### src/hdl/spfc_consts.svh
// Constants for the serial port flow control block: default codes and widths.
// Assumes inclusion by bare name from the package and the design modules.
`ifndef SPFC_CONSTS_SVH
`define SPFC_CONSTS_SVH

`define SPFC_CHAR_W      8
`define SPFC_RESUME_DEF  8'h11
`define SPFC_PAUSE_DEF   8'h13
`define SPFC_SESS_DEF    4
`define SPFC_MODE_W      2

`endif

### src/hdl/spfc_pkg.sv
// Types shared by the serial port flow control modules.
// Assumes spfc_consts.svh is on the include path.
`include "spfc_consts.svh"

package spfc_pkg;

    // Flow control mode of one port, as written by the configuration command.
    typedef enum logic [`SPFC_MODE_W-1:0]
    {
        SPFC_MODE_NONE,
        SPFC_MODE_HW,
        SPFC_MODE_SW
    } spfc_mode_t;

endpackage

### src/hdl/spfc_port.sv
// Local flow control for one asynchronous user port of a packet comm unit.
// Assumes the character receiver and transmitter run on i_mclk; only the
// RTS pin comes from outside and is synchronised here.
`include "spfc_consts.svh"

module spfc_port #(
    parameter int SESS = `SPFC_SESS_DEF,
    parameter int SW   = (SESS > 1) ? $clog2(SESS) : 1
) (
    input  wire logic                    i_mclk,
    input  wire logic                    i_rst_n,
    // Configuration command.
    input  wire logic                    i_cfg_wr,
    input  wire logic [`SPFC_MODE_W-1:0] i_cfg_mode,
    input  wire logic [`SPFC_CHAR_W-1:0] i_cfg_resume,
    input  wire logic [`SPFC_CHAR_W-1:0] i_cfg_pause,
    // Session commands.
    input  wire logic                    i_suspend,
    input  wire logic [SESS-1:0]         i_suspend_mask,
    input  wire logic                    i_switch,
    input  wire logic [SW-1:0]           i_switch_sess,
    // Resource state.
    input  wire logic                    i_buf_low,
    input  wire logic [SESS-1:0]         i_remote_fc,
    // Handshake pins.
    input  wire logic                    i_rts,
    output logic                         o_cts,
    // Characters received from the user device.
    input  wire logic                    i_rx_valid,
    input  wire logic [`SPFC_CHAR_W-1:0] i_rx_data,
    output logic                         o_fwd_valid,
    output logic [`SPFC_CHAR_W-1:0]      o_fwd_data,
    // Characters from the sessions toward the user device.
    input  wire logic                    i_tx_valid,
    input  wire logic [`SPFC_CHAR_W-1:0] i_tx_data,
    output logic                         o_tx_ready,
    // Character transmitter toward the user device.
    output logic                         o_ser_valid,
    output logic [`SPFC_CHAR_W-1:0]      o_ser_data,
    input  wire logic                    i_ser_ready,
    // Status.
    output logic [`SPFC_MODE_W-1:0]      o_mode,
    output logic                         o_out_halt,
    output logic [SESS-1:0]              o_sess_throttle,
    output logic [SESS-1:0]              o_sess_out_en,
    output logic [SW-1:0]                o_cur_sess
);

    // ******************************************************************
    // Declarations
    // ******************************************************************

    spfc_pkg::spfc_mode_t     mode_r;
    spfc_pkg::spfc_mode_t     mode_nxt;
    logic [`SPFC_CHAR_W-1:0]  resume_r;
    logic [`SPFC_CHAR_W-1:0]  resume_nxt;
    logic [`SPFC_CHAR_W-1:0]  pause_r;
    logic [`SPFC_CHAR_W-1:0]  pause_nxt;
    logic                     user_paused_r;
    logic                     user_paused_nxt;
    logic                     sent_pause_r;
    logic                     sent_pause_nxt;
    logic                     pend_r;
    logic                     pend_nxt;
    logic                     pend_is_pause_r;
    logic                     pend_is_pause_nxt;
    logic                     fwd_valid_r;
    logic                     fwd_valid_nxt;
    logic [`SPFC_CHAR_W-1:0]  fwd_data_r;
    logic [`SPFC_CHAR_W-1:0]  fwd_data_nxt;
    logic                     ser_valid_r;
    logic                     ser_valid_nxt;
    logic [`SPFC_CHAR_W-1:0]  ser_data_r;
    logic [`SPFC_CHAR_W-1:0]  ser_data_nxt;
    logic                     tx_ready_r;
    logic                     tx_ready_nxt;
    logic                     cts_r;
    logic                     cts_nxt;
    logic                     halt_r;
    logic                     halt_nxt;
    logic [SESS-1:0]          throttle_r;
    logic [SESS-1:0]          throttle_nxt;
    logic [SESS-1:0]          out_en_r;
    logic [SESS-1:0]          out_en_nxt;
    logic                     rts_s;
    logic [SW-1:0]            cur_sess;
    logic [SESS-1:0]          suspended;
    logic                     blocked;
    logic                     tx_take;
    logic                     slot_free;

    // ******************************************************************
    // Submodules
    // ******************************************************************

    // RTS idles high so a port with nothing attached is not halted.
    spfc_sync2 #(
        .RST_VAL (1'b1)
    ) u_rts_sync (
        .i_mclk  (i_mclk),
        .i_rst_n (i_rst_n),
        .i_async (i_rts),
        .o_sync  (rts_s)
    );

    // Session bookkeeping for suspend and switch commands.
    spfc_sess_flags #(
        .SESS (SESS),
        .SW   (SW)
    ) u_sess (
        .i_mclk         (i_mclk),
        .i_rst_n        (i_rst_n),
        .i_suspend      (i_suspend),
        .i_suspend_mask (i_suspend_mask),
        .i_switch       (i_switch),
        .i_switch_sess  (i_switch_sess),
        .o_cur_sess     (cur_sess),
        .o_suspended    (suspended)
    );

    // ******************************************************************
    // Input blocking condition
    // ******************************************************************

    // Input from the user is blocked on local buffer shortage or when the
    // far end throttles the current session; the remote flag is not ours
    // to clear, so a freshly switched session may still be held here.
    assign blocked = i_buf_low | i_remote_fc[cur_sess];

    // A character is taken from the sessions only when the ready that the
    // source saw was high; ready is registered, costing one idle cycle per
    // character, which is far faster than any serial rate anyway.
    assign tx_take   = i_tx_valid & tx_ready_r;
    assign slot_free = ~ser_valid_r | i_ser_ready;

    // ******************************************************************
    // Next state
    // ******************************************************************

    // Configuration, pause bookkeeping and both data paths; status is in the next block.
    always_comb
    begin
        mode_nxt          = mode_r;
        resume_nxt        = resume_r;
        pause_nxt         = pause_r;
        user_paused_nxt   = user_paused_r;
        sent_pause_nxt    = sent_pause_r;
        pend_nxt          = pend_r;
        pend_is_pause_nxt = pend_is_pause_r;
        fwd_valid_nxt     = 1'b0;
        fwd_data_nxt      = fwd_data_r;
        ser_valid_nxt     = ser_valid_r;
        ser_data_nxt      = ser_data_r;

        // Mode and codes are per port; one code pair serves both ways.
        if (i_cfg_wr)
        begin
            mode_nxt   = spfc_pkg::spfc_mode_t'(i_cfg_mode);
            resume_nxt = i_cfg_resume;
            pause_nxt  = i_cfg_pause;
        end

        // Received characters. Control codes act only in software mode;
        // in the other modes every character passes untouched.
        if (i_rx_valid)
        begin
            fwd_data_nxt = i_rx_data;
            if (mode_r != spfc_pkg::SPFC_MODE_SW)
            begin
                fwd_valid_nxt = 1'b1;
            end
            else if (i_rx_data == pause_r)
            begin
                user_paused_nxt = 1'b1;
            end
            else if ((i_rx_data == resume_r) && user_paused_r)
            begin
                user_paused_nxt = 1'b0;
            end
            else
            begin
                // A stray resume falls through here as ordinary data.
                fwd_valid_nxt = ~sent_pause_r;
            end
        end

        // Software mode: announce a change of the blocking condition.
        // A newer change cancels one still waiting, so a pause and its
        // resume never both go out when the condition merely flickers.
        if (mode_r == spfc_pkg::SPFC_MODE_SW)
        begin
            if (blocked && !sent_pause_r)
            begin
                sent_pause_nxt    = 1'b1;
                pend_nxt          = ~(pend_r & ~pend_is_pause_r);
                pend_is_pause_nxt = 1'b1;
            end
            else if (!blocked && sent_pause_r)
            begin
                sent_pause_nxt    = 1'b0;
                pend_nxt          = ~(pend_r & pend_is_pause_r);
                pend_is_pause_nxt = 1'b0;
            end
        end
        else
        begin
            // Leaving software mode drops all character flow state.
            user_paused_nxt = 1'b0;
            sent_pause_nxt  = 1'b0;
            pend_nxt        = 1'b0;
        end

        // Transmit slot: control characters go ahead of session data and
        // are not held back by a user pause.
        if (slot_free)
        begin
            ser_valid_nxt = 1'b0;
            if (pend_r && pend_nxt)  // A code cancelled in this cycle is never sent.
            begin
                ser_valid_nxt = 1'b1;
                ser_data_nxt  = pend_is_pause_r ? pause_r : resume_r;
                pend_nxt      = 1'b0;
            end
            else if (tx_take)
            begin
                ser_valid_nxt = 1'b1;
                ser_data_nxt  = i_tx_data;
            end
        end
    end

    // Status and flow outputs follow the state just computed.
    always_comb
    begin
        // Output halts on a dropped RTS in handshake mode or a user pause
        // in software mode; RTS means nothing in the other modes.
        halt_nxt = ((mode_nxt == spfc_pkg::SPFC_MODE_HW) & ~rts_s)
                 | ((mode_nxt == spfc_pkg::SPFC_MODE_SW) & user_paused_nxt);

        // CTS follows the blocking condition only in handshake mode.
        if (mode_nxt == spfc_pkg::SPFC_MODE_HW)
        begin
            cts_nxt = ~blocked;
        end
        else
        begin
            cts_nxt = 1'b1;
        end

        // A halt throttles the current session toward the network;
        // suspended inactive sessions are throttled and may not output.
        for (int i = 0; i < SESS; i++)
        begin
            throttle_nxt[i] = suspended[i] | ((SW'(i) == cur_sess) & halt_nxt);
            out_en_nxt[i]   = ~suspended[i] & ~halt_nxt;
        end

        // Ready only when the slot will be empty next cycle and no control
        // character waits, so an accepted character always has room.
        tx_ready_nxt = ~halt_nxt & ~pend_nxt & ~ser_valid_nxt & ~tx_take;
    end

    // ******************************************************************
    // Registers
    // ******************************************************************

    // All state and every output of the port except the session state kept in u_sess and the RTS synchroniser stages.
    always_ff @(posedge i_mclk)
    begin
        if (!i_rst_n)
        begin
            mode_r          <= spfc_pkg::SPFC_MODE_NONE;
            resume_r        <= `SPFC_RESUME_DEF;
            pause_r         <= `SPFC_PAUSE_DEF;
            user_paused_r   <= 1'b0;
            sent_pause_r    <= 1'b0;
            pend_r          <= 1'b0;
            pend_is_pause_r <= 1'b0;
            fwd_valid_r     <= 1'b0;
            fwd_data_r      <= '0;
            ser_valid_r     <= 1'b0;
            ser_data_r      <= '0;
            tx_ready_r      <= 1'b0;
            cts_r           <= 1'b1;
            halt_r          <= 1'b0;
            throttle_r      <= '0;
            out_en_r        <= '0;
        end
        else
        begin
            mode_r          <= mode_nxt;
            resume_r        <= resume_nxt;
            pause_r         <= pause_nxt;
            user_paused_r   <= user_paused_nxt;
            sent_pause_r    <= sent_pause_nxt;
            pend_r          <= pend_nxt;
            pend_is_pause_r <= pend_is_pause_nxt;
            fwd_valid_r     <= fwd_valid_nxt;
            fwd_data_r      <= fwd_data_nxt;
            ser_valid_r     <= ser_valid_nxt;
            ser_data_r      <= ser_data_nxt;
            tx_ready_r      <= tx_ready_nxt;
            cts_r           <= cts_nxt;
            halt_r          <= halt_nxt;
            throttle_r      <= throttle_nxt;
            out_en_r        <= out_en_nxt;
        end
    end

    // ******************************************************************
    // Outputs
    // ******************************************************************

    assign o_cts           = cts_r;
    assign o_fwd_valid     = fwd_valid_r;
    assign o_fwd_data      = fwd_data_r;
    assign o_tx_ready      = tx_ready_r;
    assign o_ser_valid     = ser_valid_r;
    assign o_ser_data      = ser_data_r;
    assign o_mode          = mode_r;
    assign o_out_halt      = halt_r;
    assign o_sess_throttle = throttle_r;
    assign o_sess_out_en   = out_en_r;
    assign o_cur_sess      = cur_sess;

endmodule

### src/hdl/spfc_sync2.sv
// Two flip-flop synchroniser for one level from a pin.
// Assumes a single clock and a synchronous active low reset.
module spfc_sync2 #(
    parameter logic RST_VAL = 1'b1
) (
    input  wire logic i_mclk,
    input  wire logic i_rst_n,
    input  wire logic i_async,
    output logic      o_sync
);

    logic meta_r;
    logic meta_nxt;
    logic sync_r;
    logic sync_nxt;

    // The first stage feeds only the second stage.
    always_comb
    begin
        meta_nxt = i_async;
        sync_nxt = meta_r;
    end

    // Registers take the reset constant while reset is low.
    always_ff @(posedge i_mclk)
    begin
        if (!i_rst_n)
        begin
            meta_r <= RST_VAL;
            sync_r <= RST_VAL;
        end
        else
        begin
            meta_r <= meta_nxt;
            sync_r <= sync_nxt;
        end
    end

    assign o_sync = sync_r;

endmodule

### src/hdl/spfc_sess_flags.sv
// Current session index and per-session local suspend flags of one port.
// Assumes suspend and switch commands arrive as one-cycle pulses on i_mclk.
`include "spfc_consts.svh"

module spfc_sess_flags #(
    parameter int SESS = `SPFC_SESS_DEF,
    parameter int SW   = (SESS > 1) ? $clog2(SESS) : 1
) (
    input  wire logic            i_mclk,
    input  wire logic            i_rst_n,
    input  wire logic            i_suspend,
    input  wire logic [SESS-1:0] i_suspend_mask,
    input  wire logic            i_switch,
    input  wire logic [SW-1:0]   i_switch_sess,
    output logic      [SW-1:0]   o_cur_sess,
    output logic      [SESS-1:0] o_suspended
);

    logic [SW-1:0]   cur_r;
    logic [SW-1:0]   cur_nxt;
    logic [SESS-1:0] susp_r;
    logic [SESS-1:0] susp_nxt;

    // Suspend touches only inactive sessions; a switch clears the new
    // current session's flag, so it can output unless the port is halted.
    always_comb
    begin
        cur_nxt  = cur_r;
        susp_nxt = susp_r;
        if (i_suspend)
        begin
            for (int i = 0; i < SESS; i++)
            begin
                if (i_suspend_mask[i] && (SW'(i) != cur_r))
                begin
                    susp_nxt[i] = 1'b1;
                end
            end
        end
        if (i_switch && (int'(i_switch_sess) < SESS))
        begin
            cur_nxt                = i_switch_sess;
            susp_nxt[i_switch_sess] = 1'b0;
        end
    end

    // State registers.
    always_ff @(posedge i_mclk)
    begin
        if (!i_rst_n)
        begin
            cur_r  <= '0;
            susp_r <= '0;
        end
        else
        begin
            cur_r  <= cur_nxt;
            susp_r <= susp_nxt;
        end
    end

    assign o_cur_sess  = cur_r;
    assign o_suspended = susp_r;

endmodule

### config.mk
export PLATFORM = sky130hd
export DESIGN_NAME = spfc_port
export DESIGN_NICKNAME = d
export VERILOG_FILES = /design/src/hdl/spfc_pkg.sv /design/src/hdl/spfc_port.sv /design/src/hdl/spfc_sync2.sv /design/src/hdl/spfc_sess_flags.sv
export VERILOG_INCLUDE_DIRS = /design/src /design/src/hdl
export SDC_FILE = /design/constraint.sdc
export NUM_CORES = 1
export LEC_CHECK = 0
export ABC_CLOCK_PERIOD_IN_PS = 5100
export BUFFER_PORTS_ARGS = -buffer_cell sky130_fd_sc_hd__buf_4
export CORE_ASPECT_RATIO = 1.25
export CORE_MARGIN = 2
export CORE_UTILIZATION = 54
export DETAILED_ROUTE_END_ITERATION = 10
export PLACE_DENSITY = 0.92
export SYNTH_ARGS = -nofsm -noshare
export SYNTH_HDL_FRONTEND = slang
export SYNTH_SLANG_ARGS = --single-unit
### constraint.sdc
create_clock -name i_mclk -period 5.1 [get_ports i_mclk]
set_input_delay 1.275 -clock i_mclk [delete_from_list [all_inputs] [get_ports i_mclk]]
set_output_delay 1.275 -clock i_mclk [all_outputs]
set_load 0.005 [all_outputs]
* Yosys cells after proc, flatten, opt, wreduce, memory -nomap -nowiden *
Cells that the tools add are included.

storage, ports and cells
  output and inout port bits = 33
  flip-flop bits (word level) = 59

operators by class
  equality and inequality tests = 12
  multiplexer cells = 32
  bitwise gates (word level) = 40
  reduce and logical (&&, ||, !) cells = 20
  order comparisons = 3

operators with widths
  operator                                                                      number
  1-bit 2-to-1 mux                                                              24
  8-bit 2-to-1 mux                                                              3
  1-bit AND                                                                     16
  8-bit equality test                                                           2
  1-bit inverter                                                                15
  2-bit AND reduction                                                           5
  1-bit logical AND                                                             9
  4-bit 2-to-1 mux                                                              2
  1-bit OR                                                                      7
  2-bit by 3-bit less-than comparator with 1-bit output, second input constant  2
  2-bit nonzero test                                                            3
  4-bit AND                                                                     1
  2-bit equality test, first input constant                                     2
  2-bit equality test, second input constant                                    2
  2-bit != test, first input constant                                           2
  4-bit inverter                                                                1
  1-bit binary-select mux with 2-bit select                                     1
  1-bit demux with 2-bit select                                                 1
  1-bit by 2-bit equality test with 1-bit output, first input constant          1
  2-bit by 1-bit equality test with 1-bit output, second input constant         1
  2-bit by 1-bit >= comparator with 1-bit output, second input constant         1
  1-bit zero test                                                               2
  2-bit zero test                                                               1
  2-bit 2-to-1 mux                                                              1
  2 further kinds                                                               2

* Logic depth before layout (Yosys ltp) *
  depth after elaboration = 15
  mapped depth = 9
  mapped depth without buffers = 8

* By module *
Synthesis repeated with hierarchy kept, for this count alone.

second synthesis, totals
  cells, all modules = 271
  area total of the unflattened synthesis = 2706.3 um^2

by module, submodules not included
  module           sequential area each (um^2)  cells each  instances  area an instance (um^2)
  spfc_port        1021.0                       238         1          2407.3
  spfc_sess_flags  120.1                        29          1          246.5
  spfc_sync2       40.0                         4           1          52.6

* Least setup slack after synthesis *
Ideal clock, no wire load.

  path kind = input -> register
  start = input port i_remote_fc[3]
  end = register ser_data_r[0], in the netlist o_ser_data[0]
  library setup time = 77 ps
  path slack = 1994 ps
  arrival time = 3029 ps
  stages on the path = 9
  cell sequence = mux4_2 nor2_1 ha_1 nand3_1 o21a_1 o2111a_1 buf_2 o21a_1 o22ai_1

on the way
  word-level cells in the longest chain between the ends = 11
  elaborated cells between the ends (all ways) = 13

RTL lines
  what                                           RTL line          text
  from (decl)                                    spfc_port.sv:24   input wire logic [SESS-1:0] i_remote_fc,
  1-bit binary-select mux with 2-bit select (*)  spfc_port.sv:128  assign blocked = i_buf_low | i_remote_fc[cur_sess];
  1-bit 2-to-1 mux (not written as such) (*)     spfc_port.sv:128
  1-bit OR (*)                                   spfc_port.sv:128
  1-bit zero test                                spfc_port.sv:198  else if (!blocked && sent_pause_r)
  1-bit logical AND                              spfc_port.sv:198
  1-bit 2-to-1 mux                               spfc_port.sv:198
  1-bit 2-to-1 mux (*)                           spfc_port.sv:192  if (blocked && !sent_pause_r)
  1-bit 2-to-1 mux (*)                           spfc_port.sv:190  if (mode_r == spfc_pkg::SPFC_MODE_SW)
  1-bit logical AND (*)                          spfc_port.sv:218  if (pend_r && pend_nxt)
  2-bit nonzero test (no source line)            --
  2-bit AND reduction (no source line)           --
  to (signal assigned)                           spfc_port.sv:301  ser_data_r <= ser_data_nxt;
  to (decl)                                      spfc_port.sv:73   logic [`SPFC_CHAR_W-1:0] ser_data_r;

Mark *: on every way between the ends. The rest lies on a longest branch, timed or not. The select of a mux whose other input is x is not followed.
A chain may end at the register's enable or synchronous reset.

* Final worst setup path *
  start = input port i_remote_fc[3]
  end = register ser_data_r[2], in the netlist o_ser_data[2]

Same word-level chain as after synthesis.

==> impl_metrics.env <==
export IMPL_synth_distinct_cells=38
export IMPL_power_combinational_fraction_pct=14.2
export IMPL_cts_path_max_buffers=2
export IMPL_grt_max_degree=37
export IMPL_route_detailed_drc=0
export IMPL_die_width_um=66.7
export IMPL_tritoncts="yes"
export IMPL_final_hold_violation_count=0
export IMPL_routed_wirelength_um=6740
export IMPL_final_min_period_over_clock_period_pct=62.6
export IMPL_timing_hold_ws_ps=407
export IMPL_rsz0062_at_grt="no"
export IMPL_yosysSeqAreaShare_pct=44.5
export IMPL_dr_total_vias=2323
export IMPL_yosysWarnings=0
export IMPL_final_max_slew_viol_count=0
export IMPL_cts_resized_gates=0
export IMPL_floorplan_die_height_um=82.4
export IMPL_port_buffers=86
export IMPL_endpoint="o_ser_data[2]$_SDFFE_PN0P_"
export IMPL_clock_fmax_mhz=313
export IMPL_first_iter_violations=201
export IMPL_synth_cell_area_um2=2660
export IMPL_synth_ff_latch_count=59
export IMPL_initial_core_util_pct=56.2
export IMPL_worst_slew_margin_rel_pct=52.0
export IMPL_drive_gt1_share_pct=32.2
export IMPL_io_pins=87
export IMPL_antenna_cells=0
export IMPL_number_of_iterations_in_the_first_detailed_routing_pass=4
export IMPL_path_max_fanout=10
export IMPL_antenna_violating_nets_post_route=0
export IMPL_tightestPinTransition_ps=719
export IMPL_fill_cells=347
export IMPL_min_path_type="reg -> reg"
export IMPL_worst_endpoint_required_ps=5310
export IMPL_synth_enable_flop_cells=0
export IMPL_clockRootBuffer="clkbuf_8"
export IMPL_wl_per_cell_um=16.0
export IMPL_grt_util_all_layers_pct=26.0
export IMPL_seq_area_um2=1180
export IMPL_leakage_nw=1.55
export IMPL_status="completed"
export IMPL_clock_sink_count=59
export IMPL_worst_endpoint_arrival_ps=3400
export IMPL_peakVddDrop_v=0.000220
export IMPL_holdBufCountCts=0
export IMPL_floorplan_core_area_um2=4730
export IMPL_synthArstFlopShare_pct=0
export IMPL_insertion_delay_ps=330
export IMPL_postCtsSetupBuffers=0
export IMPL_design_die_area_um2=5500
export IMPL_timing_final_crit_period_ps=3190
export IMPL_grt_overflow_total=0
export IMPL_timing_critical_path_to_type="flip-flop"
export IMPL_critical_path_class="in -> reg"
export IMPL_worstReg2RegStart="u_sess.o_cur_sess[0]$_SDFFE_PN0P_"
export IMPL_place_detailed_hpwl_um=4980
export IMPL_synth_net_count=327
export IMPL_area_growth_synth_to_final_pct=33.3
export IMPL_nets=412
export IMPL_power_frac_clock_pct=40.7
export IMPL_synthesis_area_per_instance_um2=9.80
export IMPL_num_rows=28
export IMPL_fin_worst_skew_ps=7.39
export IMPL_syn_instance_count=271
export IMPL_worstRegToRegCells=8
export IMPL_drt_vias_per_instance=5.53
export IMPL_worst_r2r_endpoint="o_ser_data[2]$_SDFFE_PN0P_"
export IMPL_power_switching_uw=273
export IMPL_grt_pass1_wl_um=10500
export IMPL_totalNegativeSetupSlack_ps=0
export IMPL_reg2reg_slack_ps=2320
export IMPL_seqPwrFrac_pct=45.1
export IMPL_prevailing_post_synth_register_cell="dfxtp_1"
export IMPL_setup_violations=0
export IMPL_cellInternalPower_uw=858
export IMPL_h_tree_depth=3
export IMPL_first_global_vias=2326
export IMPL_power_per_cell_area_nw_per_um2=319
export IMPL_max_cap_viol_count=0
export IMPL_cts_made_buffers=9
export IMPL_worstSetupStartpointType="primary input"
export IMPL_gp_routability_congestion=0.877
export IMPL_power_switching_fraction_pct=24.1
export IMPL_worst_path_clk_slew_ps=70
export IMPL_multiInputGateArea_um2=1400
export IMPL_timing_critical_path_from="i_remote_fc[3]"
export IMPL_antenna_found_initial=0
sequential cells by signal, indices dropped and copies added (netlist names):
signal / flops
o_cts: 1
o_fwd_valid: 1
o_sess_throttle: 4
u_rts_sync.o_sync: 1
u_sess.o_suspended: 4
u_rts_sync.meta_r: 1
o_fwd_data: 8
sent_pause_r: 1
user_paused_r: 1
o_sess_out_en: 4
u_sess.o_cur_sess: 2
resume_r: 8
o_mode: 2
pause_r: 8
o_tx_ready: 1
pend_is_pause_r: 1
o_ser_data: 8
o_ser_valid: 1
o_out_halt: 1
pend_r: 1
power by group through the flow:
stage          logic (mW)  registers, mW  clock network [mW]
2_1_floorplan      0.0854          0.514                   0
3_3_place_gp        0.154          0.518                   0
3_5_place_dp        0.160          0.519                   0
4_1_cts             0.161          0.509               0.464
5_1_grt             0.174          0.512               0.488
6_report            0.161          0.509               0.460
layout make-up:
class,count,area share (%)
multi-input cells,192,39.4
inverters,8,0.848
repair buffers,86,18.2
clock buffers,10,3.89
flip-flops and latches,59,33.3
well taps,60,2.12
clock inverters,5,2.19
per-layer routing:
layer  wire (um)  global-route usage (%)  vias up
met1        2600                    26.9     1103
li1            -                       -     1108
met3         379                    5.28       18
met5           0                       0        -
met4         187                    14.1        0
met2        3570                    48.5       94
cell families after synthesis:
logic type,Yosys count,share of synthesized area (%)
fa+ha+maj,2,0.942
flops,59,44.5
compound gates,38,11.1
simple gates,91,17.4
mux,45,17.8
xor+xnor,16,5.28
buf+inv,20,3.01
how the worst min path moves through the flow:
stage,from,end,slack (ps),cells after the start
after floorplan,u_rts_sync.meta_r$_SDFF_PN1_,u_rts_sync.o_sync$_SDFF_PN1_,390,1
after global placement,u_rts_sync.meta_r$_SDFF_PN1_,u_rts_sync.o_sync$_SDFF_PN1_,400,1
after detailed placement,u_rts_sync.meta_r$_SDFF_PN1_,u_rts_sync.o_sync$_SDFF_PN1_,400,1
after CTS,u_rts_sync.meta_r$_SDFF_PN1_,u_rts_sync.o_sync$_SDFF_PN1_,410,1
after global routing,u_rts_sync.meta_r$_SDFF_PN1_,u_rts_sync.o_sync$_SDFF_PN1_,450,1
final,u_rts_sync.meta_r$_SDFF_PN1_,u_rts_sync.o_sync$_SDFF_PN1_,410,1
stage by stage:
stage / worst slack, ps / util, % / instance area [um^2] / power, mW / cells
final: 1910 / 74.9 / 3540 / 1.13 / 420
after detailed placement: 1550 / 70.3 / 3330 / 0.679 / 405
after global routing: 1740 / 74.9 / 3540 / 1.17 / 420
after global placement: 1650 / 70.3 / 3330 / 0.672 / 405
after CTS: 1910 / 74.9 / 3540 / 1.13 / 420
after floorplan: 1990 / - / 2660 / 0.599 / 271
placed cells by master (no fill, tap or decap), types with 2 or more instances in the layout:
cell | Yosys | final
a31oi_1 | 4 | 4
mux2i_1 | 36 | 36
nand3_1 | 2 | 2
nor3_2 | 4 | 4
mux2_1 | 8 | 8
o22ai_1 | 8 | 8
clkbuf_8 | 0 | 10
o21a_1 | 2 | 2
buf_4 | 0 | 86
nor2_1 | 33 | 33
nand4_1 | 2 | 2
xnor2_1 | 8 | 8
inv_1 | 6 | 6
bufinv_16 | 0 | 2
nor4_4 | 3 | 3
o21ai_0 | 4 | 4
dfxtp_1 | 59 | 59
clkinv_2 | 0 | 2
nand2b_1 | 11 | 11
ha_1 | 2 | 2
a311oi_2 | 2 | 2
o31ai_1 | 3 | 3
nand2_1 | 33 | 33
xor2_1 | 8 | 8
a21oi_1 | 6 | 6
inv_2 | 2 | 2
cell usage after synthesis, types with 5 or more instances:
library cell	instances	area, um^2
dfxtp_1	59	1180
mux2_1	8	90.1
inv_1	6	22.5
xnor2_1	8	70.1
nand2_1	33	124
xor2_1	8	70.1
mux2i_1	36	360
a21oi_1	6	30.0
nand2b_1	11	68.8
nor2_1	33	124
buf_1	5	18.8
o22ai_1	8	50.1
worst max-delay path, cell delays in order:
cell and delay, ps:
buf_4 100, mux4_2 450, nor2_1 220, inv_2 60, ha_1 240, nand2b_1 110, o2111a_1 460, o21a_1 350
o22ai_1 130
Note: power is estimated with default switching activity, not from simulation.
